**src/hdl/ltf_regs.svh**
```systemverilog
// Notes on behaviour
// - input stable 25-50 ms before accepted
// - rise and fall debounced the same way
// - powers up latched off, zero current
// - press when off latches on, fades in
// - press when on latches off, fades out
// - ramps use 63 gamma steps
// - press mid-ramp reverses the ramp
// - honoured PWM bypasses gamma and fades
// - PWM ignored while latched on
// - press toggles even while PWM active
// - PWM duty sets average current linearly
// - short fault after 5 ms persistence
// - positive polarity PWM, no inversion
// - floating toggle input reads as released
// - zero fade setting gives 70 us switch
// - fixed 63-entry gamma table 0 to 1000
// - supply loss resets latch to off
// - short fault cuts current to 20 percent
`ifndef LTF_REGS_SVH
`define LTF_REGS_SVH
`define LTF_CLK_KHZ 125000
`define LTF_DEBOUNCE_MS 37
`define LTF_FAULT_MS 5
`define LTF_INSTANT_NS 70000
`define LTF_CLK_NS 8
`define LTF_STEPS 63
`define LTF_LAST_IDX 6'h3e
`define LTF_FULL_SCALE 10'h3e8
`define LTF_FAULT_DIV 5
`endif

```
**src/hdl/ltf_pkg.sv**
```systemverilog
package ltf_pkg;
    // one-hot channel state
    typedef enum logic [3:0] {
        LTF_OFF = 4'b0001,
        LTF_UP = 4'b0010,
        LTF_ON = 4'b0100,
        LTF_DOWN = 4'b1000
    } ltf_state_t;
    typedef logic [5:0] ltf_idx_t;
    typedef logic [9:0] ltf_level_t;
endpackage : ltf_pkg

```
**src/hdl/ltf_gamma_if.sv**
```systemverilog
`timescale 1ns/100ps
`default_nettype none
interface ltf_gamma_if;
    logic [5:0] idx;
    logic [9:0] level;
    modport rom (input idx, output level);
    modport user (output idx, input level);
endinterface : ltf_gamma_if
`default_nettype wire

```
**src/hdl/ltf_top.sv**
```systemverilog
`timescale 1ns/100ps
`default_nettype none
`include "ltf_regs.svh"
module ltf_top
    import ltf_pkg::*;
#(
    parameter int DEBOUNCE_CYC = `LTF_DEBOUNCE_MS * `LTF_CLK_KHZ,
    parameter int FAULT_CYC = `LTF_FAULT_MS * `LTF_CLK_KHZ,
    parameter bit PWM_INVERT = 1'b0
)
(
    input wire logic mclk_i,
    input wire logic reset_i,
    input wire logic toggle_n_i,
    input wire logic pwm_i,
    input wire logic short_detect_i,
    input wire logic supply_low_i,
    input wire logic [11:0] fade_in_time_set_i,
    input wire logic [11:0] fade_out_time_set_i,
    output logic [9:0] drive_level_o,
    output logic latched_on_o,
    output logic fault_o,
    output logic pwm_mode_o
);
    // cycles per gamma step: per millisecond of fade, and for instant fade
    localparam logic [23:0] STEP_PER_MS =
        24'(`LTF_CLK_KHZ / `LTF_STEPS);
    localparam logic [23:0] INSTANT_STEP =
        24'(`LTF_INSTANT_NS / `LTF_CLK_NS / `LTF_STEPS);
    localparam logic [23:0] DEB_LAST = 24'(DEBOUNCE_CYC - 1);
    localparam logic [23:0] FLT_LAST = 24'(FAULT_CYC - 1);

    logic [1:0] tog_sync_q, pwm_sync_q, sc_sync_q, sup_sync_q;
    logic tog_stable_q;
    logic [23:0] tog_cnt_q;
    logic press;
    logic short_q;
    logic [23:0] flt_cnt_q;
    ltf_state_t state_q, state_d;
    ltf_idx_t idx_q, idx_d;
    logic lamp_on_q;
    logic [23:0] step_cnt_q, step_len;
    logic step_tick;
    logic pwm_on;
    ltf_level_t level_d, base_level;
    ltf_gamma_if gamma_if ();

    // two-flop synchronisers; toggle idles released (high)
    always_ff @(posedge mclk_i)
    begin
        if (reset_i)
        begin
            tog_sync_q <= 2'h3;
            pwm_sync_q <= 2'h0;
            sc_sync_q <= 2'h0;
            sup_sync_q <= 2'h0;
        end
        else
        begin
            tog_sync_q <= {tog_sync_q[0], toggle_n_i};
            pwm_sync_q <= {pwm_sync_q[0], pwm_i};
            sc_sync_q <= {sc_sync_q[0], short_detect_i};
            sup_sync_q <= {sup_sync_q[0], supply_low_i};
        end
    end

    // debounce: any change restarts the count, both edges alike
    always_ff @(posedge mclk_i)
    begin
        if (reset_i)
        begin
            tog_stable_q <= 1'b1;
            tog_cnt_q <= 24'h0;
        end
        else if (tog_sync_q[1] == tog_stable_q)
            tog_cnt_q <= 24'h0;
        else if (tog_cnt_q == DEB_LAST)
        begin
            tog_stable_q <= tog_sync_q[1];
            tog_cnt_q <= 24'h0;
        end
        else
            tog_cnt_q <= tog_cnt_q + 24'h1;
    end
    // a press is an accepted high-to-low change
    assign press = (tog_sync_q[1] != tog_stable_q) && !tog_sync_q[1]
        && (tog_cnt_q == DEB_LAST);

    // short fault persistence filter, clears at once
    always_ff @(posedge mclk_i)
    begin
        if (reset_i || !sc_sync_q[1])
        begin
            short_q <= 1'b0;
            flt_cnt_q <= 24'h0;
        end
        else if (!short_q && flt_cnt_q == FLT_LAST)
            short_q <= 1'b1;
        else if (!short_q)
            flt_cnt_q <= flt_cnt_q + 24'h1;
    end

    // toggle latch
    always_ff @(posedge mclk_i)
    begin
        if (reset_i || sup_sync_q[1])
            lamp_on_q <= 1'b0;
        else if (press)
            lamp_on_q <= !lamp_on_q;
    end

    // step interval for the current direction, zero setting is instant
    always_comb
    begin
        if (lamp_on_q)
            step_len = (fade_in_time_set_i == 12'h0) ? INSTANT_STEP :
                24'(fade_in_time_set_i * STEP_PER_MS);
        else
            step_len = (fade_out_time_set_i == 12'h0) ? INSTANT_STEP :
                24'(fade_out_time_set_i * STEP_PER_MS);
    end
    assign step_tick = (step_cnt_q >= step_len - 24'h1);

    // step timer restarts on every press or idle state
    always_ff @(posedge mclk_i)
    begin
        if (reset_i || press || step_tick)
            step_cnt_q <= 24'h0;
        else if (state_q == LTF_UP || state_q == LTF_DOWN)
            step_cnt_q <= step_cnt_q + 24'h1;
        else
            step_cnt_q <= 24'h0;
    end

    // ramp state and index; direction follows the latch
    always_comb
    begin
        state_d = state_q;
        idx_d = idx_q;
        case (state_q)
            LTF_OFF:
                if (lamp_on_q)
                    state_d = LTF_UP;
            LTF_UP:
                if (!lamp_on_q)
                    state_d = LTF_DOWN;
                else if (idx_q == `LTF_LAST_IDX)
                    state_d = LTF_ON;
                else if (step_tick)
                    idx_d = idx_q + 6'h1;
            LTF_ON:
                if (!lamp_on_q)
                    state_d = LTF_DOWN;
            LTF_DOWN:
                if (lamp_on_q)
                    state_d = LTF_UP;
                else if (idx_q == 6'h0)
                    state_d = LTF_OFF;
                else if (step_tick)
                    idx_d = idx_q - 6'h1;
            default:
                state_d = LTF_OFF;
        endcase
        if (sup_sync_q[1])
        begin
            state_d = LTF_OFF;
            idx_d = 6'h0;
        end
    end

    // ramp registers
    always_ff @(posedge mclk_i)
    begin
        if (reset_i)
        begin
            state_q <= LTF_OFF;
            idx_q <= 6'h0;
        end
        else
        begin
            state_q <= state_d;
            idx_q <= idx_d;
        end
    end

    // table address runs on the next index so its output matches idx_q
    assign gamma_if.idx = idx_d;
    ltf_gamma_rom u_rom (
        .mclk_i(mclk_i),
        .port_io(gamma_if)
    );

    // pwm honoured only when idle off; positive polarity by default
    assign pwm_on = pwm_sync_q[1] ^ PWM_INVERT;
    always_comb
    begin
        if (state_q == LTF_OFF)
            base_level = pwm_on ? `LTF_FULL_SCALE : 10'h0;
        else
            base_level = gamma_if.level;
        level_d = short_q ? 10'(base_level / `LTF_FAULT_DIV) : base_level;
    end

    // output registers
    always_ff @(posedge mclk_i)
    begin
        if (reset_i)
        begin
            drive_level_o <= 10'h0;
            pwm_mode_o <= 1'b0;
        end
        else
        begin
            drive_level_o <= level_d;
            pwm_mode_o <= (state_q == LTF_OFF);
        end
    end
    assign latched_on_o = lamp_on_q;
    assign fault_o = short_q;
endmodule : ltf_top
`default_nettype wire

```
**src/hdl/ltf_gamma_rom.sv**
```systemverilog
`timescale 1ns/100ps
`default_nettype none
`include "ltf_regs.svh"
module ltf_gamma_rom
    import ltf_pkg::*;
(
    input wire logic mclk_i,
    ltf_gamma_if.rom port_io
);
    // gamma curve, per mille of full scale
    localparam logic [9:0] TABLE [0:62] = '{
        10'd0, 10'd2, 10'd4, 10'd6, 10'd8, 10'd10, 10'd12, 10'd16,
        10'd20, 10'd24, 10'd28, 10'd32, 10'd36, 10'd42, 10'd48, 10'd54,
        10'd60, 10'd66, 10'd72, 10'd80, 10'd88, 10'd96, 10'd104, 10'd112,
        10'd120, 10'd130, 10'd140, 10'd150, 10'd160, 10'd170, 10'd180,
        10'd194, 10'd208, 10'd222, 10'd236, 10'd250, 10'd264, 10'd282,
        10'd300, 10'd318, 10'd336, 10'd354, 10'd372, 10'd394, 10'd416,
        10'd438, 10'd460, 10'd482, 10'd504, 10'd534, 10'd564, 10'd594,
        10'd624, 10'd654, 10'd684, 10'd722, 10'd760, 10'd798, 10'd836,
        10'd874, 10'd914, 10'd956, 10'd1000
    };
    ltf_level_t level_q;

    // registered table read
    always_ff @(posedge mclk_i)
    begin
        if (port_io.idx > `LTF_LAST_IDX)
            level_q <= `LTF_FULL_SCALE;
        else
            level_q <= TABLE[port_io.idx];
    end
    assign port_io.level = level_q;
endmodule : ltf_gamma_rom
`default_nettype wire

```
**config.mk**
```make
export PLATFORM = sky130hd
export DESIGN_NAME = ltf_top
export DESIGN_NICKNAME = d
export VERILOG_FILES = /design/src/hdl/ltf_pkg.sv /design/src/hdl/ltf_gamma_if.sv /design/src/hdl/ltf_top.sv /design/src/hdl/ltf_gamma_rom.sv
export VERILOG_INCLUDE_DIRS = /design/src /design/src/hdl
export SDC_FILE = /design/constraint.sdc
export NUM_CORES = 1
export LEC_CHECK = 0
export BUFFER_PORTS_ARGS = -buffer_cell sky130_fd_sc_hd__buf_2
export CAP_MARGIN = 10
export CORE_MARGIN = 8
export CORE_UTILIZATION = 50
export CTS_CLUSTER_DIAMETER = 30
export CTS_CLUSTER_SIZE = 10
export DETAILED_ROUTE_END_ITERATION = 16
export PLACE_DENSITY = 0.65
export SLEW_MARGIN = 10
export SYNTH_ARGS = -nofsm -noshare
export SYNTH_HDL_FRONTEND = slang
export SYNTH_SLANG_ARGS = --single-unit
```
**constraint.sdc**
```tcl
create_clock -name mclk_i -period 12.26 [get_ports mclk_i]
set_input_delay 1.839 -clock mclk_i [delete_from_list [all_inputs] [get_ports mclk_i]]
set_output_delay 1.839 -clock mclk_i [all_outputs]
set_load 0.005 [all_outputs]
```
### Word level (Yosys, flattened, before mapping)

Memories as Yosys holds them, arrays and structs flattened. A register that Yosys moved wholly into a read port is not among the register bits.
Index checks and enable logic that the tools add are counted.
W data, S select, Z words.

* output and inout bits: 13
* word-level logic and storage cells: 86
* memories kept: 1
* bits in registers: 104
* input bits: 30
* bits in read-only memories: 640

* add/subtract/negate cells: 6
* order comparisons: 2
* mux-type cells: 21
* reductions and logical operators: 21
* div/mod/pow operators: 1
* bitwise logic cells: 5
* $mul: 2
* equal/unequal tests: 13

Memories
* (name not given): depth 64, width 10, read ports 1, clocked after memory_dff 1, wr ports 0, line ltf_gamma_rom.sv:30 `level_q <= TABLE[port_io.idx];`

Operators with widths (count)
* $add A24 B1 Y24 const B: 3
* $mux W23: 3
* $mux W6: 7
* $mul A12 B5 Y17 const B: 2
* $div A10 B3 Y32 const B: 1
* $mux W10: 3
* $eq A24 B20 Y1 const B: 1
* $eq A24 B23 Y1 const B: 1
* $ge A24 B24 Y1: 1
* $logic_not A12 Y1: 2
* $mux W4: 6
* $sub A24 B1 Y24 const B: 1
* $pmux W4 S4: 1
* $pmux W6 S2: 1
* $not A6 Y7: 1
* $add A6 B1 Y6 const B: 1
* $eq A6 B6 Y1 const B: 1
* $gt A6 B6 Y1 const B: 1
* $logic_not A6 Y1: 1
* $ne A3 B2 Y1 const B: 2
* $sub A6 B1 Y6 const B: 1
* $logic_or A1 B1 Y1: 5
* $eq A4 B1 Y1 const B: 1
* $eq A4 B2 Y1 const B: 1
* other kinds (12): 23

### Longest topological paths before layout

* depth in word-level cells: 11
* gate-level depth with buffers: 42
* mapped depth without buffers: 41

### Modules after synthesis

A second synthesis with hierarchy kept.

* cells, all modules: 1328
* area, all modules: 11011.8 sq um

Modules (own cells, without submodules)
* ltf_top: cells each 1198, times used 1, area an instance 10028.4 sq um, seq. area each 2082.0 sq um
* ltf_gamma_rom: cells each 130, times used 1, area an instance 983.4 sq um, seq. area each 180.2 sq um

### Worst setup path after synthesis

No wires, ideal clock.

* path kind: in2reg
* start: input port fade_in_time_set_i[0]
* end: register u_rom.level_q[2] (netlist: u_rom.port_io.level[2])
* path slack: 2.979 ns
* required time: 12.144 ns
* buffers on the path: 1
* setup time: 0.116 ns
* arrival time: 9.166 ns
* stages: 37
* cells stage by stage: fa_1 fa_1 inv_1 fa_1 inv_1 ha_1 nor2b_1 o21ai_0 a21boi_0 o21ai_0 a21boi_0 o21ai_0 a21boi_0 o21ai_0 a21boi_0 o32a_1 nand2_1 nor4_1 xor2_1 ha_1 a21o_1 a21o_1 a21o_1 a21o_1 a21o_1 a21o_1 nand2b_1 o21ai_0 a311oi_1 o21a_1 clkbuf_1 inv_1 ha_1 nand2_1 a211oi_1 a2111oi_0 a31o_1

* word-level cells in the longest chain between the ends: 11

RTL lines
* start, declared: line ltf_top.sv:18 `input wire logic [11:0] fade_in_time_set_i,`
* $mul A12 B5 Y17 or $logic_not A12 Y1 (tied branches): line ltf_top.sv:117, ltf_top.sv:116
* $mux W23 *: line ltf_top.sv:116 `step_len = (fade_in_time_set_i == 12'h0) ? INSTANT_STEP :`
* $mux W23 *: line ltf_top.sv:115 `if (lamp_on_q)`
* $sub A24 B1 Y24 *: line ltf_top.sv:122 `assign step_tick = (step_cnt_q >= step_len - 24'h1);`
* $ge A24 B24 Y1 *: line ltf_top.sv:122
* $mux W6, on equally long branches: line ltf_top.sv:159, ltf_top.sv:149
* $mux W6, on equally long branches: line ltf_top.sv:157, ltf_top.sv:147
* $mux W6, on equally long branches: line ltf_top.sv:155, ltf_top.sv:145
* $pmux W6 S2 *: line ltf_top.sv:140 `case (state_q)`
* $mux W6 *: line ltf_top.sv:164 `if (sup_sync_q[1])`
* via gamma_if.idx[1]: line ltf_gamma_if.sv:4 `logic [5:0] idx;`
* $gt A6 B6 Y1 (no line) or $not A6 Y7 (tied branches)
* end, declared: line ltf_gamma_rom.sv:22 `ltf_level_t level_q;`

The timed path passes the listed nets; every way through them passes the cells marked *.
A chain may end at the register's enable or synchronous reset.

### Worst setup path after layout

* start: input port fade_in_time_set_i[0]
* end: register u_rom.level_q[2] (netlist: u_rom.port_io.level[2])

* word-level cells in the longest chain between the ends: 11

RTL lines (line)
* $mul A12 B5 Y17 or $logic_not A12 Y1 (tied branches): ltf_top.sv:117, ltf_top.sv:116
* $mux W23 *: ltf_top.sv:116
* $mux W23 *: ltf_top.sv:115
* $sub A24 B1 Y24 *: ltf_top.sv:122
* $ge A24 B24 Y1 *: ltf_top.sv:122
* $mux W6, on equally long branches: ltf_top.sv:159, ltf_top.sv:149
* $mux W6, on equally long branches: ltf_top.sv:157, ltf_top.sv:147
* $mux W6, on equally long branches: ltf_top.sv:155, ltf_top.sv:145
* $pmux W6 S2 *: ltf_top.sv:140
* $mux W6 *: ltf_top.sv:164
* $gt A6 B6 Y1 (no line) or $not A6 Y7 (tied branches)

Mark *: on every way between the ends. The rest lies on a longest branch, timed or not.

==> metrics <==
status=completed; Reg clk slew, reported paths=0.06 ns; Pre-Repair DR Iteration Count=5; EDFF count, synth=0; Die Wd=164 um; CP max FO=29; WL final=24600 um; H-Tree Depth=4; post-cts resize count=0; Reg area=2260 um^2; Core Region=21700 um^2; Iteration-0 DRC Markers=540; Syn Nets=1535; IO Pins=43; DRC=0; share of layout cells above drive strength 1=8.54%; Die ar.=26900 um^2; Slew @ Worst Pin=0.971 ns; RSZ-0062 raised after global routing=no; fin crit period=9.93 ns; initial antenna violation count=0; worst vdd ir=0.000129 V; area of placed instances=11300 um^2; clk_skew=0.0127 ns; ANT cells=0; largest net degree at the start of global routing=31; starting density of the core=50.5%; final net count=1547; area share of the largest cell type after synthesis=20.7%; crit-path leading delay family=compound AO/OA/AOI/OAI gates; cell taking the most area after synthesis=dfxtp_1; via total after detailed routing=9355; post-synthesis cell type count=96; final hold vios=0; Cell Area, Synth=10900 um^2; CTS Buffer Depth=2; post-detail-place hpwl=18900 um; register area share after synthesis=20.7%; Crit path largest cell delay=0.58 ns; Final Wtd Congestion=0.913; setup tns final=0 ns; WS Path Type=in -> reg; Mapped Avg Cell Area=8.14 um^2; Crit-path slowest cell=nand2b_1; Critical Path RT=12.57 ns; Fillers=2052; power density over cell area=204 nW/um^2; Worst Path Buf+Inv=3; Post-synth ARST share=0%; CTS root buf=clkbuf_16; Min-Delay Path Class=reg -> reg; #FFs+latches synth=113; main flop type after synthesis=dfxtp_1; final setup violation count=0; first-pass GRT wire length=42900 um; cell count after synthesis=1345; YS warnings=0; Vias/cell=5.67; number of global-route vias before repair=9197; postcts setup bufs=0; CP endpoint kind=flop; Sink Count=113; post-route antenna net violation count=0; Leak Pwr=4.94 nW; Synth top cells by count=nor2_1 (157), nand2_1 (121), dfxtp_1 (113); total CTS buffers=17; cts hold-fix bufs=0; Final period util=81.0%; Final Cell Area=11900 um^2; Startpoint Class=input pin; Max-slew headroom=35.3%; clk_lat worst skew=0.42 ns; DR WL/cell=14.9 um; Multi-input gate area=8140 um^2; most common cell in the netlist=nor2_1; synth top area cells=dfxtp_1 (21%), ha_1 (12%), fa_1 (11%); DIE HEIGHT=164 um; Total GRT Usage=19.0%; TritonCTS clock tree=built; global route overflow=0; Max-Cap Viols=0; Final Max Slew Viols=0; PortBufs=42; Max Clk Rate=101 MHz; Syn-to-layout area delta=8.96%; Rows=54; CP Data Arrival Time=10.24 ns
[per-stage QoR]
step | cells | setup WS (ns) | hold WS (ns) | total power, mW | util [%]
2_1_floorplan | 1345 | 2.98 | 0.389 | 1.62 | -
3_3_place_gp | 1618 | 2.24 | 0.396 | 1.88 | 52.1
6_report | 1650 | 2.33 | 0.413 | 2.43 | 55.0
4_1_cts | 1650 | 2.43 | 0.416 | 2.44 | 55.0
3_5_place_dp | 1618 | 2.01 | 0.403 | 1.89 | 52.1
5_1_grt | 1650 | 1.50 | 0.419 | 2.65 | 55.0
[flip-flops by register name, indices dropped and copies added, names as in the netlist]
register	flops
drive_level_o	10
fault_o	1
flt_cnt_q	24
idx_q	6
latched_on_o	1
pwm_mode_o	1
pwm_sync_q	2
sc_sync_q	2
state_q	4
step_cnt_q	24
sup_sync_q	2
tog_cnt_q	24
tog_stable_q	1
tog_sync_q	2
u_rom.port_io.level	9
[cells by family after synthesis]
group	synth area share, %
AOI/OAI and AO/OA	20.0
xor gates and xnor gates	9.04
adders and majority gates	22.4
buffers and inverters	4.93
DFF	20.7
muxes	0.640
and+or+nand+nor	22.3
[routing by layer]
layer	up-vias	track usage (%)	share of wire, %
met5	-	0	0
met4	0	5.74	1.5
met3	28	3.03	4.3
met2	202	31.4	46
met1	4386	25.1	49
li1	4739	-	-
[power breakdown]
group	leakage [nW]	internal (mW)	total [mW]	switching [mW]
clock network	0.308	0.342	0.532	0.190
logic	3.72	0.615	1.51	0.892
registers	0.913	0.378	0.389	0.0114
[final timing paths]
path	startpoint	endpoint	slack, ns	depth (start not counted)
worst max-delay path	fade_in_time_set_i[0]	u_rom.port_io.level[2]$_SDFF_PN0_	2.33	34
worst min-delay path	tog_sync_q[0]$_SDFF_PP1_	tog_sync_q[1]$_SDFF_PP1_	0.41	1
worst max register to register	state_q[0]$_SDFFE_PP1P_	drive_level_o[0]$_SDFF_PP0_	5.46	24
worst min register to register	tog_sync_q[0]$_SDFF_PP1_	tog_sync_q[1]$_SDFF_PP1_	0.41	1
[placed cells by master (no fill, tap or decap), types with 42 or more instances in the layout]
master	count
o21ai_0	69
dfxtp_1	113
nand3_1	45
nand2_1	121
ha_1	102
a21oi_1	74
nor2_1	157
xor2_1	51
buf_2	42
inv_1	80
fa_1	58
xnor2_1	62
[final cells by class]
type	instances	share of cell area (%)
clock buffer	17	3.57
multi-input combinational	1099	68.3
clock inverter	15	1.74
tap	280	2.94
sequential	113	19.0
timing repair buffer	45	1.95
inverter	81	2.55
Power figures use the tool's default switching activity.
